**config.mk**
```make
export PLATFORM = sky130hd
export DESIGN_NAME = tkdf_filter
export DESIGN_NICKNAME = d
export VERILOG_FILES = /design/src/tkdf_pkg.sv /design/src/tkdf_mem_if.sv /design/src/tkdf_filter.sv /design/src/tkdf_setup_mem.sv /design/src/tkdf_tick.sv
export SDC_FILE = /design/constraint.sdc
export NUM_CORES = 2
export LEC_CHECK = 0
export BUFFER_PORTS_ARGS = -buffer_cell sky130_fd_sc_hd__buf_2
export CAP_MARGIN = 15
export CORE_ASPECT_RATIO = 0.5
export CORE_MARGIN = 2
export CORE_UTILIZATION = 60
export CTS_BUF_LIST = sky130_fd_sc_hd__clkbuf_4 sky130_fd_sc_hd__clkbuf_8 sky130_fd_sc_hd__clkbuf_16
export CTS_CLUSTER_SIZE = 12
export DETAILED_ROUTE_END_ITERATION = 10
export PLACE_DENSITY = 0.82
export SYNTH_ARGS = -nofsm -noshare
export SYNTH_HDL_FRONTEND = slang
export SYNTH_SLANG_ARGS = --single-unit
```
**constraint.sdc**
```tcl
create_clock -name clk_i -period 15.2 [get_ports clk_i]
set_input_delay 0.76 -clock clk_i [delete_from_list [all_inputs] [get_ports clk_i]]
set_output_delay 0.76 -clock clk_i [all_outputs]
set_load 0.005 [all_outputs]
```
**src/tkdf_pkg.sv**
```systemverilog
// Shared constants, setup word layout and drift lookup for the touch key filter
package tkdf_pkg;

  localparam int NUM_KEYS = 24;
  localparam int KEY_W    = 5;
  localparam int SIG_W    = 16;
  localparam int DCNT_W   = 8;
  localparam int RCNT_W   = 12;
  localparam int ADDR_W   = 10;

  // Timing: one base tick steps every per-key timer
  localparam int CLK_HZ           = 20_000_000;
  localparam int TICK_MS          = 50;
  localparam int TICK_CYCLES      = CLK_HZ / 1000 * TICK_MS;
  localparam int DOWN_STEP_MS     = 250;
  localparam int DOWN_STEP_TICKS  = DOWN_STEP_MS / TICK_MS;
  localparam int RECAL_STEP_MS    = 500;
  localparam int RECAL_STEP_TICKS = RECAL_STEP_MS / TICK_MS;

  localparam logic [7:0]       RECAL_MAX_CODE = 8'hFE;
  localparam logic [7:0]       RECAL_BAD_CODE = 8'hFF;
  localparam logic [SIG_W-1:0] THR_OFFSET     = 16'h0004;

  // Setup word fields
  localparam int RD_LSB = 0;
  localparam int NL_LSB = 8;
  localparam int FL_LSB = 16;
  localparam int DD_LSB = 20;
  localparam int UD_LSB = 24;
  localparam int TT_LSB = 28;

  localparam logic [7:0] DEF_RECAL  = 8'h14;
  localparam logic [7:0] DEF_NORMAL = 8'h02;
  localparam logic [3:0] DEF_FAST   = 4'h5;
  localparam logic [3:0] DEF_DOWN   = 4'hA;
  localparam logic [3:0] DEF_UP     = 4'h4;
  localparam logic [3:0] DEF_THR    = 4'h6;
  localparam logic [31:0] SETUP_DEFAULT = {DEF_THR, DEF_UP, DEF_DOWN, DEF_FAST, DEF_NORMAL, DEF_RECAL};

  // Register map (byte addresses)
  localparam logic [2:0] REGION_SETUP = 3'h0;
  localparam logic [2:0] REGION_MISC  = 3'h1;
  localparam logic [2:0] REGION_REF   = 3'h2;
  localparam logic [4:0] CTRL_WORD    = 5'h00;
  localparam logic [4:0] ACTIVE_WORD  = 5'h01;
  localparam int CTRL_SCAN_BIT   = 0;
  localparam int CTRL_CALALL_BIT = 1;

  // Upward drift period in base ticks, indexed by setup code
  function automatic logic [DCNT_W-1:0] up_drift_ticks(input logic [3:0] code);
    logic [DCNT_W-1:0] t;
    t = 8'h02;
    unique case (code)
      4'h0, 4'h1: t = 8'h02;
      4'h2:       t = 8'h04;
      4'h3:       t = 8'h08;
      4'h4:       t = 8'h0C;
      4'h5:       t = 8'h10;
      4'h6:       t = 8'h14;
      4'h7:       t = 8'h1C;
      4'h8:       t = 8'h28;
      4'h9:       t = 8'h3C;
      4'hA:       t = 8'h50;
      4'hB:       t = 8'h64;
      4'hC:       t = 8'h8C;
      4'hD:       t = 8'hB4;
      4'hE:       t = 8'hDC;
      4'hF:       t = 8'hFF;
    endcase
    return t;
  endfunction

endpackage

```
**src/tkdf_mem_if.sv**
```systemverilog
// Link between the filter core and its setup store
`timescale 1ns/1ps
`default_nettype none
interface tkdf_mem_if;
  import tkdf_pkg::*;
  logic [KEY_W-1:0] a_idx;
  logic             a_we;
  logic [31:0]      a_wdata;
  logic [31:0]      a_rdata;
  logic [KEY_W-1:0] b_idx;
  logic [31:0]      b_rdata;
  modport mem  (input a_idx, a_we, a_wdata, b_idx, output a_rdata, b_rdata);
  modport user (output a_idx, a_we, a_wdata, b_idx, input a_rdata, b_rdata);
endinterface
`default_nettype wire

```
**src/tkdf_filter.sv**
```systemverilog
// Touch key drift tracking, detection integrators and stuck-key recalibration
//
// Notes on behaviour
// - Reference creeps toward the raw signal only while the key has no detection.
// - Reference moves one count per step; threshold and hysteresis follow it.
// - Tracking pauses once the signal crosses the threshold, resumes above it.
// - Upward and downward drift periods come from separate per-key setup codes.
// - Downward code defaults to 10, one count per 2.5 seconds.
// - Upward code defaults to 4, 0.6 seconds per count, via lookup table.
// - Normal limit 0 disables the key and drops it from the scan.
// - A key below threshold is re-burst until fast limit or failure, then next.
// - Each key has its own fast counter and limit from 1 to 15.
// - Fast counter counts up at or below threshold, clears above it.
// - Normal counter steps when fast limit is hit, once per scan at most.
// - Key goes active when its normal counter reaches its normal limit.
// - Fast limit 1 gives one burst per key per rotation.
// - Defaults: normal limit 2, fast limit 5.
// - A per-key timer recalibrates a key detected longer than its delay.
// - After recalibration the key detects afresh against the new reference.
// - Delay 0 never auto-recalibrates; host recalibration still works.
// - Delay is one byte, 0 to 254 in half seconds; 255 is illegal.
// - Threshold in counts is the setup code plus 4 below the reference.
`timescale 1ns/1ps
`default_nettype none
module tkdf_filter
  import tkdf_pkg::*;
#(
  parameter int TICK_CYCLES_P = TICK_CYCLES
) (
  input  wire logic              clk_i,
  input  wire logic              reset_i,
  input  wire logic [ADDR_W-1:0] avs_address_i,
  input  wire logic              avs_read_i,
  input  wire logic              avs_write_i,
  input  wire logic [31:0]       avs_writedata_i,
  input  wire logic [3:0]        avs_byteenable_i,
  output logic      [31:0]       avs_readdata_o,
  output logic                   avs_waitrequest_o,
  output logic                   burst_req_o,
  output logic      [KEY_W-1:0]  burst_key_o,
  input  wire logic              acq_valid_i,
  input  wire logic [SIG_W-1:0]  acq_signal_i,
  output logic      [NUM_KEYS-1:0] key_active_o,
  output logic                   recal_o,
  output logic      [KEY_W-1:0]  recal_key_o,
  output logic                   scan_done_o
);

  typedef enum logic [1:0] {B_IDLE, B_FETCH, B_ANSWER} tkdf_bus_t;
  typedef enum logic [2:0] {E_IDLE, E_NEXT, E_SETUP, E_REQ, E_WAIT, E_PROC} tkdf_eng_t;

  localparam logic [KEY_W-1:0] LAST_KEY = KEY_W'(NUM_KEYS - 1);

  tkdf_mem_if mif ();

  tkdf_bus_t              bus_r;
  tkdf_eng_t              eng_r;
  logic                   scan_en_r;
  logic                   calall_pend_r;
  logic [NUM_KEYS-1:0]    key_en_r;
  logic [KEY_W-1:0]       key_r;
  logic [SIG_W-1:0]       sig_r;
  logic [SIG_W-1:0]       ref_r       [NUM_KEYS];
  logic [3:0]             fast_cnt_r  [NUM_KEYS];
  logic [7:0]             norm_cnt_r  [NUM_KEYS];
  logic [DCNT_W-1:0]      drift_cnt_r [NUM_KEYS];
  logic [RCNT_W-1:0]      recal_cnt_r [NUM_KEYS];
  logic [NUM_KEYS-1:0]    ninc_done_r;
  logic [NUM_KEYS-1:0]    cal_pend_r;
  logic [NUM_KEYS-1:0]    drift_clr;
  logic                   tick;
  logic                   in_setup;
  logic                   in_misc;
  logic                   in_ref;
  logic [4:0]             word_idx;
  logic                   calall_take;
  logic                   proc_fire;
  logic [31:0]            rd_mux;

  // Decisions for the key being processed
  logic [31:0]            su;
  logic [SIG_W-1:0]       thr;
  logic [SIG_W-1:0]       lvl;
  logic                   below;
  logic [3:0]             flim;
  logic                   fast_hit;
  logic [7:0]             nlim;
  logic                   norm_hit;
  logic [7:0]             stuck_recal_delay;
  logic [RCNT_W-1:0]      recal_lim;
  logic                   stuck;
  logic                   go_up;
  logic [DCNT_W-1:0]      per;
  logic                   drift_due;
  logic                   recal_now;

  tkdf_tick #(
    .CYCLES (TICK_CYCLES_P)
  ) u_tick (
    .clk_i   (clk_i),
    .reset_i (reset_i),
    .tick_o  (tick)
  );

  tkdf_setup_mem u_mem (
    .clk_i   (clk_i),
    .reset_i (reset_i),
    .mem     (mif.mem)
  );

  ////////////////////////////////////////////////////////////////////////////
  // Avalon slave: two-cycle answer, waitrequest idles high

  assign word_idx    = avs_address_i[6:2];
  assign in_setup    = (avs_address_i[9:7] == REGION_SETUP) && (int'(word_idx) < NUM_KEYS);
  assign in_misc     = (avs_address_i[9:7] == REGION_MISC);
  assign in_ref      = (avs_address_i[9:7] == REGION_REF) && (int'(word_idx) < NUM_KEYS);
  assign mif.a_idx   = word_idx;
  assign mif.a_we    = (bus_r == B_ANSWER) && avs_write_i && in_setup;
  assign calall_take = (eng_r == E_NEXT) && (key_r == LAST_KEY);

  // Byte-lane merge over the stored word
  always_comb begin
    for (int b = 0; b < 4; b++) begin
      mif.a_wdata[b*8 +: 8] = avs_byteenable_i[b] ? avs_writedata_i[b*8 +: 8] : mif.a_rdata[b*8 +: 8];
    end
  end

  always_comb begin
    rd_mux = '0;
    if (in_setup) begin
      rd_mux = mif.a_rdata;
    end else if (in_misc && (word_idx == CTRL_WORD)) begin
      rd_mux = {30'h0000_0000, calall_pend_r, scan_en_r};
    end else if (in_misc && (word_idx == ACTIVE_WORD)) begin
      rd_mux = {{(32 - NUM_KEYS){1'b0}}, key_active_o};
    end else if (in_ref) begin
      rd_mux = {16'h0000, ref_r[word_idx]};
    end
  end

  always_ff @(posedge clk_i) begin
    if (reset_i) begin
      bus_r             <= B_IDLE;
      avs_waitrequest_o <= 1'b1;
      avs_readdata_o    <= '0;
    end else begin
      unique case (bus_r)
        B_IDLE: begin
          if (avs_read_i || avs_write_i) begin
            bus_r <= B_FETCH;
          end
        end
        B_FETCH: begin
          avs_readdata_o    <= avs_read_i ? rd_mux : '0;
          avs_waitrequest_o <= 1'b0;
          bus_r             <= B_ANSWER;
        end
        B_ANSWER: begin
          avs_waitrequest_o <= 1'b1;
          bus_r             <= B_IDLE;
        end
      endcase
    end
  end

  // Control bits; a recal-all request landing with the take is kept
  always_ff @(posedge clk_i) begin
    if (reset_i) begin
      scan_en_r     <= 1'b1;
      calall_pend_r <= 1'b0;
    end else begin
      if (calall_take) begin
        calall_pend_r <= 1'b0;
      end
      if ((bus_r == B_ANSWER) && avs_write_i && in_misc && (word_idx == CTRL_WORD) && avs_byteenable_i[0]) begin
        scan_en_r <= avs_writedata_i[CTRL_SCAN_BIT];
        if (avs_writedata_i[CTRL_CALALL_BIT]) begin
          calall_pend_r <= 1'b1;
        end
      end
    end
  end

  // Enable mirror so the scan can skip keys without a memory read
  always_ff @(posedge clk_i) begin
    if (reset_i) begin
      key_en_r <= '1;
    end else if (mif.a_we) begin
      key_en_r[word_idx] <= (mif.a_wdata[NL_LSB +: 8] != 8'h00);
    end
  end

  ////////////////////////////////////////////////////////////////////////////
  // Per-key decision logic

  assign mif.b_idx = key_r;
  assign proc_fire = (eng_r == E_PROC);

  always_comb begin
    su        = mif.b_rdata;
    thr       = {12'h000, su[TT_LSB +: 4]} + THR_OFFSET;
    // Release needs the signal an eighth of the threshold clear of it
    lvl       = key_active_o[key_r] ? (thr - (thr >> 3)) : thr;
    below     = ({1'b0, sig_r} + {1'b0, lvl}) <= {1'b0, ref_r[key_r]};
    flim      = (su[FL_LSB +: 4] == 4'h0) ? 4'h1 : su[FL_LSB +: 4];
    fast_hit  = ({1'b0, fast_cnt_r[key_r]} + 5'h01) >= {1'b0, flim};
    nlim      = su[NL_LSB +: 8];
    norm_hit  = ({1'b0, norm_cnt_r[key_r]} + 9'h001) >= {1'b0, nlim};
    // An illegal 255 is held to the longest legal delay
    stuck_recal_delay       = (su[RD_LSB +: 8] == RECAL_BAD_CODE) ? RECAL_MAX_CODE : su[RD_LSB +: 8];
    recal_lim = RCNT_W'(int'(stuck_recal_delay) * RECAL_STEP_TICKS);
    stuck     = key_active_o[key_r] && (stuck_recal_delay != 8'h00) && (recal_cnt_r[key_r] >= recal_lim);
    go_up     = sig_r > ref_r[key_r];
    per       = go_up ? up_drift_ticks(su[UD_LSB +: 4])
                      : DCNT_W'(int'(su[DD_LSB +: 4]) * DOWN_STEP_TICKS);
    drift_due = !below && !key_active_o[key_r] && (sig_r != ref_r[key_r])
                && (drift_cnt_r[key_r] >= per);
    recal_now = cal_pend_r[key_r] || stuck;
  end

  ////////////////////////////////////////////////////////////////////////////
  // Per-key timers on the base tick

  for (genvar g = 0; g < NUM_KEYS; g++) begin : g_key
    assign drift_clr[g] = proc_fire && (key_r == KEY_W'(g))
                          && (recal_now || below || key_active_o[g] || drift_due || (sig_r == ref_r[g]));

    // Drift period timer, cleared each time the key is processed while detected
    always_ff @(posedge clk_i) begin
      if (reset_i || drift_clr[g]) begin
        drift_cnt_r[g] <= '0;
      end else if (tick && (drift_cnt_r[g] != '1)) begin
        drift_cnt_r[g] <= drift_cnt_r[g] + DCNT_W'(1);
      end
    end

    // Detection duration timer
    always_ff @(posedge clk_i) begin
      if (reset_i || !key_active_o[g]) begin
        recal_cnt_r[g] <= '0;
      end else if (tick && (recal_cnt_r[g] != '1)) begin
        recal_cnt_r[g] <= recal_cnt_r[g] + RCNT_W'(1);
      end
    end
  end

  ////////////////////////////////////////////////////////////////////////////
  // Scan sequencer

  always_ff @(posedge clk_i) begin
    if (reset_i) begin
      eng_r       <= E_IDLE;
      key_r       <= LAST_KEY;
      sig_r       <= '0;
      burst_req_o <= 1'b0;
      burst_key_o <= '0;
      scan_done_o <= 1'b0;
    end else begin
      burst_req_o <= 1'b0;
      scan_done_o <= 1'b0;
      unique case (eng_r)
        E_IDLE: begin
          key_r <= LAST_KEY;
          if (scan_en_r) begin
            eng_r <= E_NEXT;
          end
        end
        E_NEXT: begin
          if (key_r == LAST_KEY) begin
            key_r       <= '0;
            scan_done_o <= 1'b1;
            if (!scan_en_r) begin
              eng_r <= E_IDLE;
            end else if (key_en_r[0]) begin
              eng_r <= E_SETUP;
            end
          end else begin
            key_r <= key_r + KEY_W'(1);
            if (key_en_r[key_r + KEY_W'(1)]) begin
              eng_r <= E_SETUP;
            end
          end
        end
        E_SETUP: begin
          eng_r <= E_REQ;
        end
        E_REQ: begin
          burst_req_o <= 1'b1;
          burst_key_o <= key_r;
          eng_r       <= E_WAIT;
        end
        E_WAIT: begin
          if (acq_valid_i) begin
            sig_r <= acq_signal_i;
            eng_r <= E_PROC;
          end
        end
        E_PROC: begin
          // Stay locked on a key that is still confirming
          eng_r <= (!recal_now && below && !fast_hit) ? E_REQ : E_NEXT;
        end
        default: begin
          eng_r <= E_IDLE;
        end
      endcase
    end
  end

  ////////////////////////////////////////////////////////////////////////////
  // Per-key state update

  always_ff @(posedge clk_i) begin
    if (reset_i) begin
      ninc_done_r  <= '0;
      cal_pend_r   <= '1;
      key_active_o <= '0;
      recal_o      <= 1'b0;
      recal_key_o  <= '0;
      for (int i = 0; i < NUM_KEYS; i++) begin
        ref_r[i]      <= '0;
        fast_cnt_r[i] <= '0;
        norm_cnt_r[i] <= '0;
      end
    end else begin
      recal_o <= 1'b0;
      if (calall_take) begin
        ninc_done_r <= '0;
        if (calall_pend_r) begin
          cal_pend_r <= '1;
        end
      end
      if (proc_fire) begin
        if (recal_now) begin
          // Fresh reference, counters restart even if still covered
          ref_r[key_r]        <= sig_r;
          fast_cnt_r[key_r]   <= '0;
          norm_cnt_r[key_r]   <= '0;
          key_active_o[key_r] <= 1'b0;
          cal_pend_r[key_r]   <= 1'b0;
          recal_o             <= 1'b1;
          recal_key_o         <= key_r;
        end else if (below) begin
          if (!fast_hit) begin
            fast_cnt_r[key_r] <= fast_cnt_r[key_r] + 4'h1;
          end else begin
            fast_cnt_r[key_r] <= '0;
            if (!ninc_done_r[key_r]) begin
              ninc_done_r[key_r] <= 1'b1;
              if (norm_hit) begin
                norm_cnt_r[key_r]   <= nlim;
                key_active_o[key_r] <= 1'b1;
              end else begin
                norm_cnt_r[key_r] <= norm_cnt_r[key_r] + 8'h01;
              end
            end
          end
        end else begin
          fast_cnt_r[key_r]   <= '0;
          norm_cnt_r[key_r]   <= '0;
          key_active_o[key_r] <= 1'b0;
          if (drift_due) begin
            ref_r[key_r] <= go_up ? ref_r[key_r] + 16'h0001 : ref_r[key_r] - 16'h0001;
          end
        end
      end
    end
  end

endmodule // tkdf_filter
`default_nettype wire

```
**src/tkdf_setup_mem.sv**
```systemverilog
// Per-key setup store, one write port and two registered read ports
`timescale 1ns/1ps
`default_nettype none
module tkdf_setup_mem
  import tkdf_pkg::*;
(
  input  wire logic clk_i,
  input  wire logic reset_i,
  tkdf_mem_if.mem   mem
);

  logic [31:0] word_r [NUM_KEYS];

  always_ff @(posedge clk_i) begin
    if (reset_i) begin
      for (int i = 0; i < NUM_KEYS; i++) begin
        word_r[i] <= SETUP_DEFAULT;
      end
    end else if (mem.a_we && (int'(mem.a_idx) < NUM_KEYS)) begin
      word_r[mem.a_idx] <= mem.a_wdata;
    end
  end

  always_ff @(posedge clk_i) begin
    if (reset_i) begin
      mem.a_rdata <= '0;
      mem.b_rdata <= SETUP_DEFAULT;
    end else begin
      mem.a_rdata <= (int'(mem.a_idx) < NUM_KEYS) ? word_r[mem.a_idx] : '0;
      mem.b_rdata <= (int'(mem.b_idx) < NUM_KEYS) ? word_r[mem.b_idx] : '0;
    end
  end

endmodule // tkdf_setup_mem
`default_nettype wire

```
**src/tkdf_tick.sv**
```systemverilog
// Base tick divider for the per-key timers
`timescale 1ns/1ps
`default_nettype none
module tkdf_tick
  import tkdf_pkg::*;
#(
  parameter int CYCLES = TICK_CYCLES
) (
  input  wire logic clk_i,
  input  wire logic reset_i,
  output logic      tick_o
);

  localparam int CW = $clog2(CYCLES + 1);
  localparam logic [CW-1:0] LAST = CW'(CYCLES - 1);

  logic [CW-1:0] cnt_r;

  always_ff @(posedge clk_i) begin
    if (reset_i) begin
      cnt_r  <= '0;
      tick_o <= 1'b0;
    end else begin
      tick_o <= (cnt_r == LAST);
      cnt_r  <= (cnt_r == LAST) ? '0 : cnt_r + CW'(1);
    end
  end

endmodule // tkdf_tick
`default_nettype wire
```
==> run metrics <==
status finished with violations; H-tree levels 5; cell accounting for the most synthesized area edfxtp_1; postcts setup bufs 0; pin count of the biggest net entering global routing 128; largest cells by area after synthesis edfxtp_1 53%, mux4_2 17%, nor2_1 5.6%; drt total wl 441000 um; flip-flop and latch count after synthesis 2660; Placer Congestion 1.04; final core occ 0.664; CP max-delay cell dfxtp_4; cts bufs inserted 268; Critical Path Max Stage Delay 800 ps; crit-path cells buf_4 > buf_4 > and2_1 > a22oi_1 > nand4_1 > nand4_1 > ha_1 > nand4_1 > nor4_1 > a31oi_1 > buf_4 > inv_1 > or3_1 > o21ai_0 > ha_1 > a21o_1 > a31oi_1 > o21ai_0 > o41ai_1 > o21ai_0 > a2111oi_4 > buf_4 > a21boi_0 > nand2b_1; initial antenna violation count 36; ys async rst share 0; PD cells 121 nW/um^2; required time of the critical path 15700 ps; Rel. slew slack 0.115; die area 232000 um^2; Initial Util 0.605; crit path buf inv count 5; initial DRC count 18100; power share of the combinational group 0.178; clk buf depth 4; cells resized by post-CTS repair 0; switching pwr 5.10 mW; IO Count 137; Slew Limit Fails 0; most frequent cells in the layout 2400 x edfxtp_1, 2045 x nor2_1, 1014 x mux4_2; CTS root buf clkbuf_16; port buffer count 134; Setup crit start kind register; hold-fix buffers at CTS 0; hold slack 111 ps; worst slack at placement 5780 ps; syn avg cell area 13.3 um^2; Post-synth EDFFs 2400; Core Region 226000 um^2; GRT Overall Usage 0.376; Core Rows 123; Vias 97300; vias in the first global route 94100; worst path arrival time 10270 ps; P_int 13.1 mW; Multi-input gate area 56800 um^2; CTS tree built; antenna-violating nets left 1; Net count, final 10700; Yosys Warn Count 0; Layout Cells excl Fill 13700; # setup viols final 0; setup_tns 0 ps; crit path capture type register; Wirelength per Cell 32.3 um; Synth top area share 0.528; Hold Crit Start acq_signal_i[15]; most used cell, CP buf_4; Syn Inst Count 10300; area grow syn2layout 9.76%; commonest non-fill, non-tap cell in the layout edfxtp_1; dpl cells 13200; clock sink total 2660; first-pass GRT wire length 630000 um; Reg power frac 0.462; 1st-pass router iterations 10; CP max FO 36; unrepaired setup endpoints after global routing false; total power 18.2 mW; Synth Flop Type edfxtp_1; share of post-route cells with drive strength above 1 0.193; die span in y 341 um; Clock power frac 0.360; CP top delay family compound AO/OA/AOI/OAI gates; Die W 679 um; failing checks antenna violations; final worst slack 5430 ps; post-synthesis sequential area ratio 0.566; filler instances 15000; Sw Ratio 0.280; worst-skew pair later-pin latency 910 ps; Remaining DRCs 0; FF/Latch Area 77300 um^2; worst slew pin tran 1320 ps; post-synthesis cell area 137000 um^2; post-synthesis cell type count 86; min Tclk post-route 9770 ps; LEAKAGE 51.2 nW; clk slew on worst S/H paths 60 ps; placed inst area 141000 um^2; Final Hold Fails 0; maximum clock rate 102 MHz; worst hold path type in -> reg; Final Cell Area 150000 um^2; Max Cap Violations 0; vias per cell 7.12; GRT overflow 0; Crit Path Class reg -> reg; Post-DP HPWL 289000 um; post-route clock skew 112 ps; maximum vdd drop 0.0937 mV; final period utilization 0.643
==> power groups by stage <==
stage / registers [mW] / logic [mW] / clock network (mW)
final: 8.42 / 3.24 / 6.55
after global routing: 8.42 / 3.35 / 6.78
after CTS: 8.39 / 3.09 / 6.50
after detailed placement: 8.54 / 3.06 / 0
after global placement: 8.52 / 3.01 / 0
after floorplan: 8.40 / 2.20 / 0
==> per-layer routing <==
layer  up-vias  global-route usage  part of all wire
met5         -             0.00141            0.0010
met4        50               0.233             0.078
met3      2122               0.171              0.19
met2      9320               0.535              0.42
met1     47400               0.472              0.32
li1      38400                   -                 -
==> area by class of cell <==
class,instances,share of cell area
diodes,18,0.000300
repair buffers,393,0.0185
inverters,223,0.00567
well taps,3000,0.0250
flip-flops and latches,2660,0.516
multi-input cells,6919,0.379
clock inverters,18,0.00124
clock buffers,433,0.0543
==> sequential cells by signal, summed over array words and instances, names as in the netlist, 5 cells and up, named ones only <==
signal / cells
avs_readdata_o: 32
drift_cnt_r: 192
burst_key_o: 5
sig_r: 16
fast_cnt_r: 128
u_tick.cnt_r: 20
u_mem.mem.a_rdata: 32
norm_cnt_r: 256
u_mem.word_r: 1024
ninc_done_r: 24
recal_cnt_r: 288
u_mem.mem.b_rdata: 32
recal_key_o: 5
ref_r: 512
cal_pend_r: 24
key_r: 5
key_en_r: 24
==> path summary, 6_finish.rpt <==
check,slack (ps),to,cells past startpoint
max reg2reg,5430,drift_cnt_r[13][2]$_SDFFCE_PN0P_,24
min reg2reg,440,ninc_done_r[10]$_SDFF_PP0_,2
max,5430,drift_cnt_r[13][2]$_SDFFCE_PN0P_,24
min,110,sig_r[15]$_SDFFE_PP0P_,3
==> tightest hold or removal path: stages <==
cell and delay, ps:
buf_2 90, nand2_1 50, a21oi_1 50
==> cells by family (layout without fill, tap and decap cells) <==
logic type,after synthesis,count (layout),share of synthesized area
AND/OR/NAND/NOR,3645,3645,0.114
adder cells (fa/ha/maj),186,186,0.0173
flip-flops,2660,2660,0.566
other,1,274,0.0000275
multiplexers,1248,1248,0.185
buffers and inverters,954,1067,0.0295
XOR/XNOR,827,827,0.0530
AO/OA/AOI/OAI,757,757,0.0357
==> synth_stat cells, types with 181 or more instances <==
cell type,count
xnor2_1,584
xor2_1,243
mux2i_1,183
clkbuf_1,448
mux4_2,1014
nor2_1,2054
nand3_1,270
ha_1,181
edfxtp_1,2400
inv_1,218
o21ai_0,201
nand2_1,722
dfxtp_1,260
No activity file was read; power rests on OpenSTA's default activity.
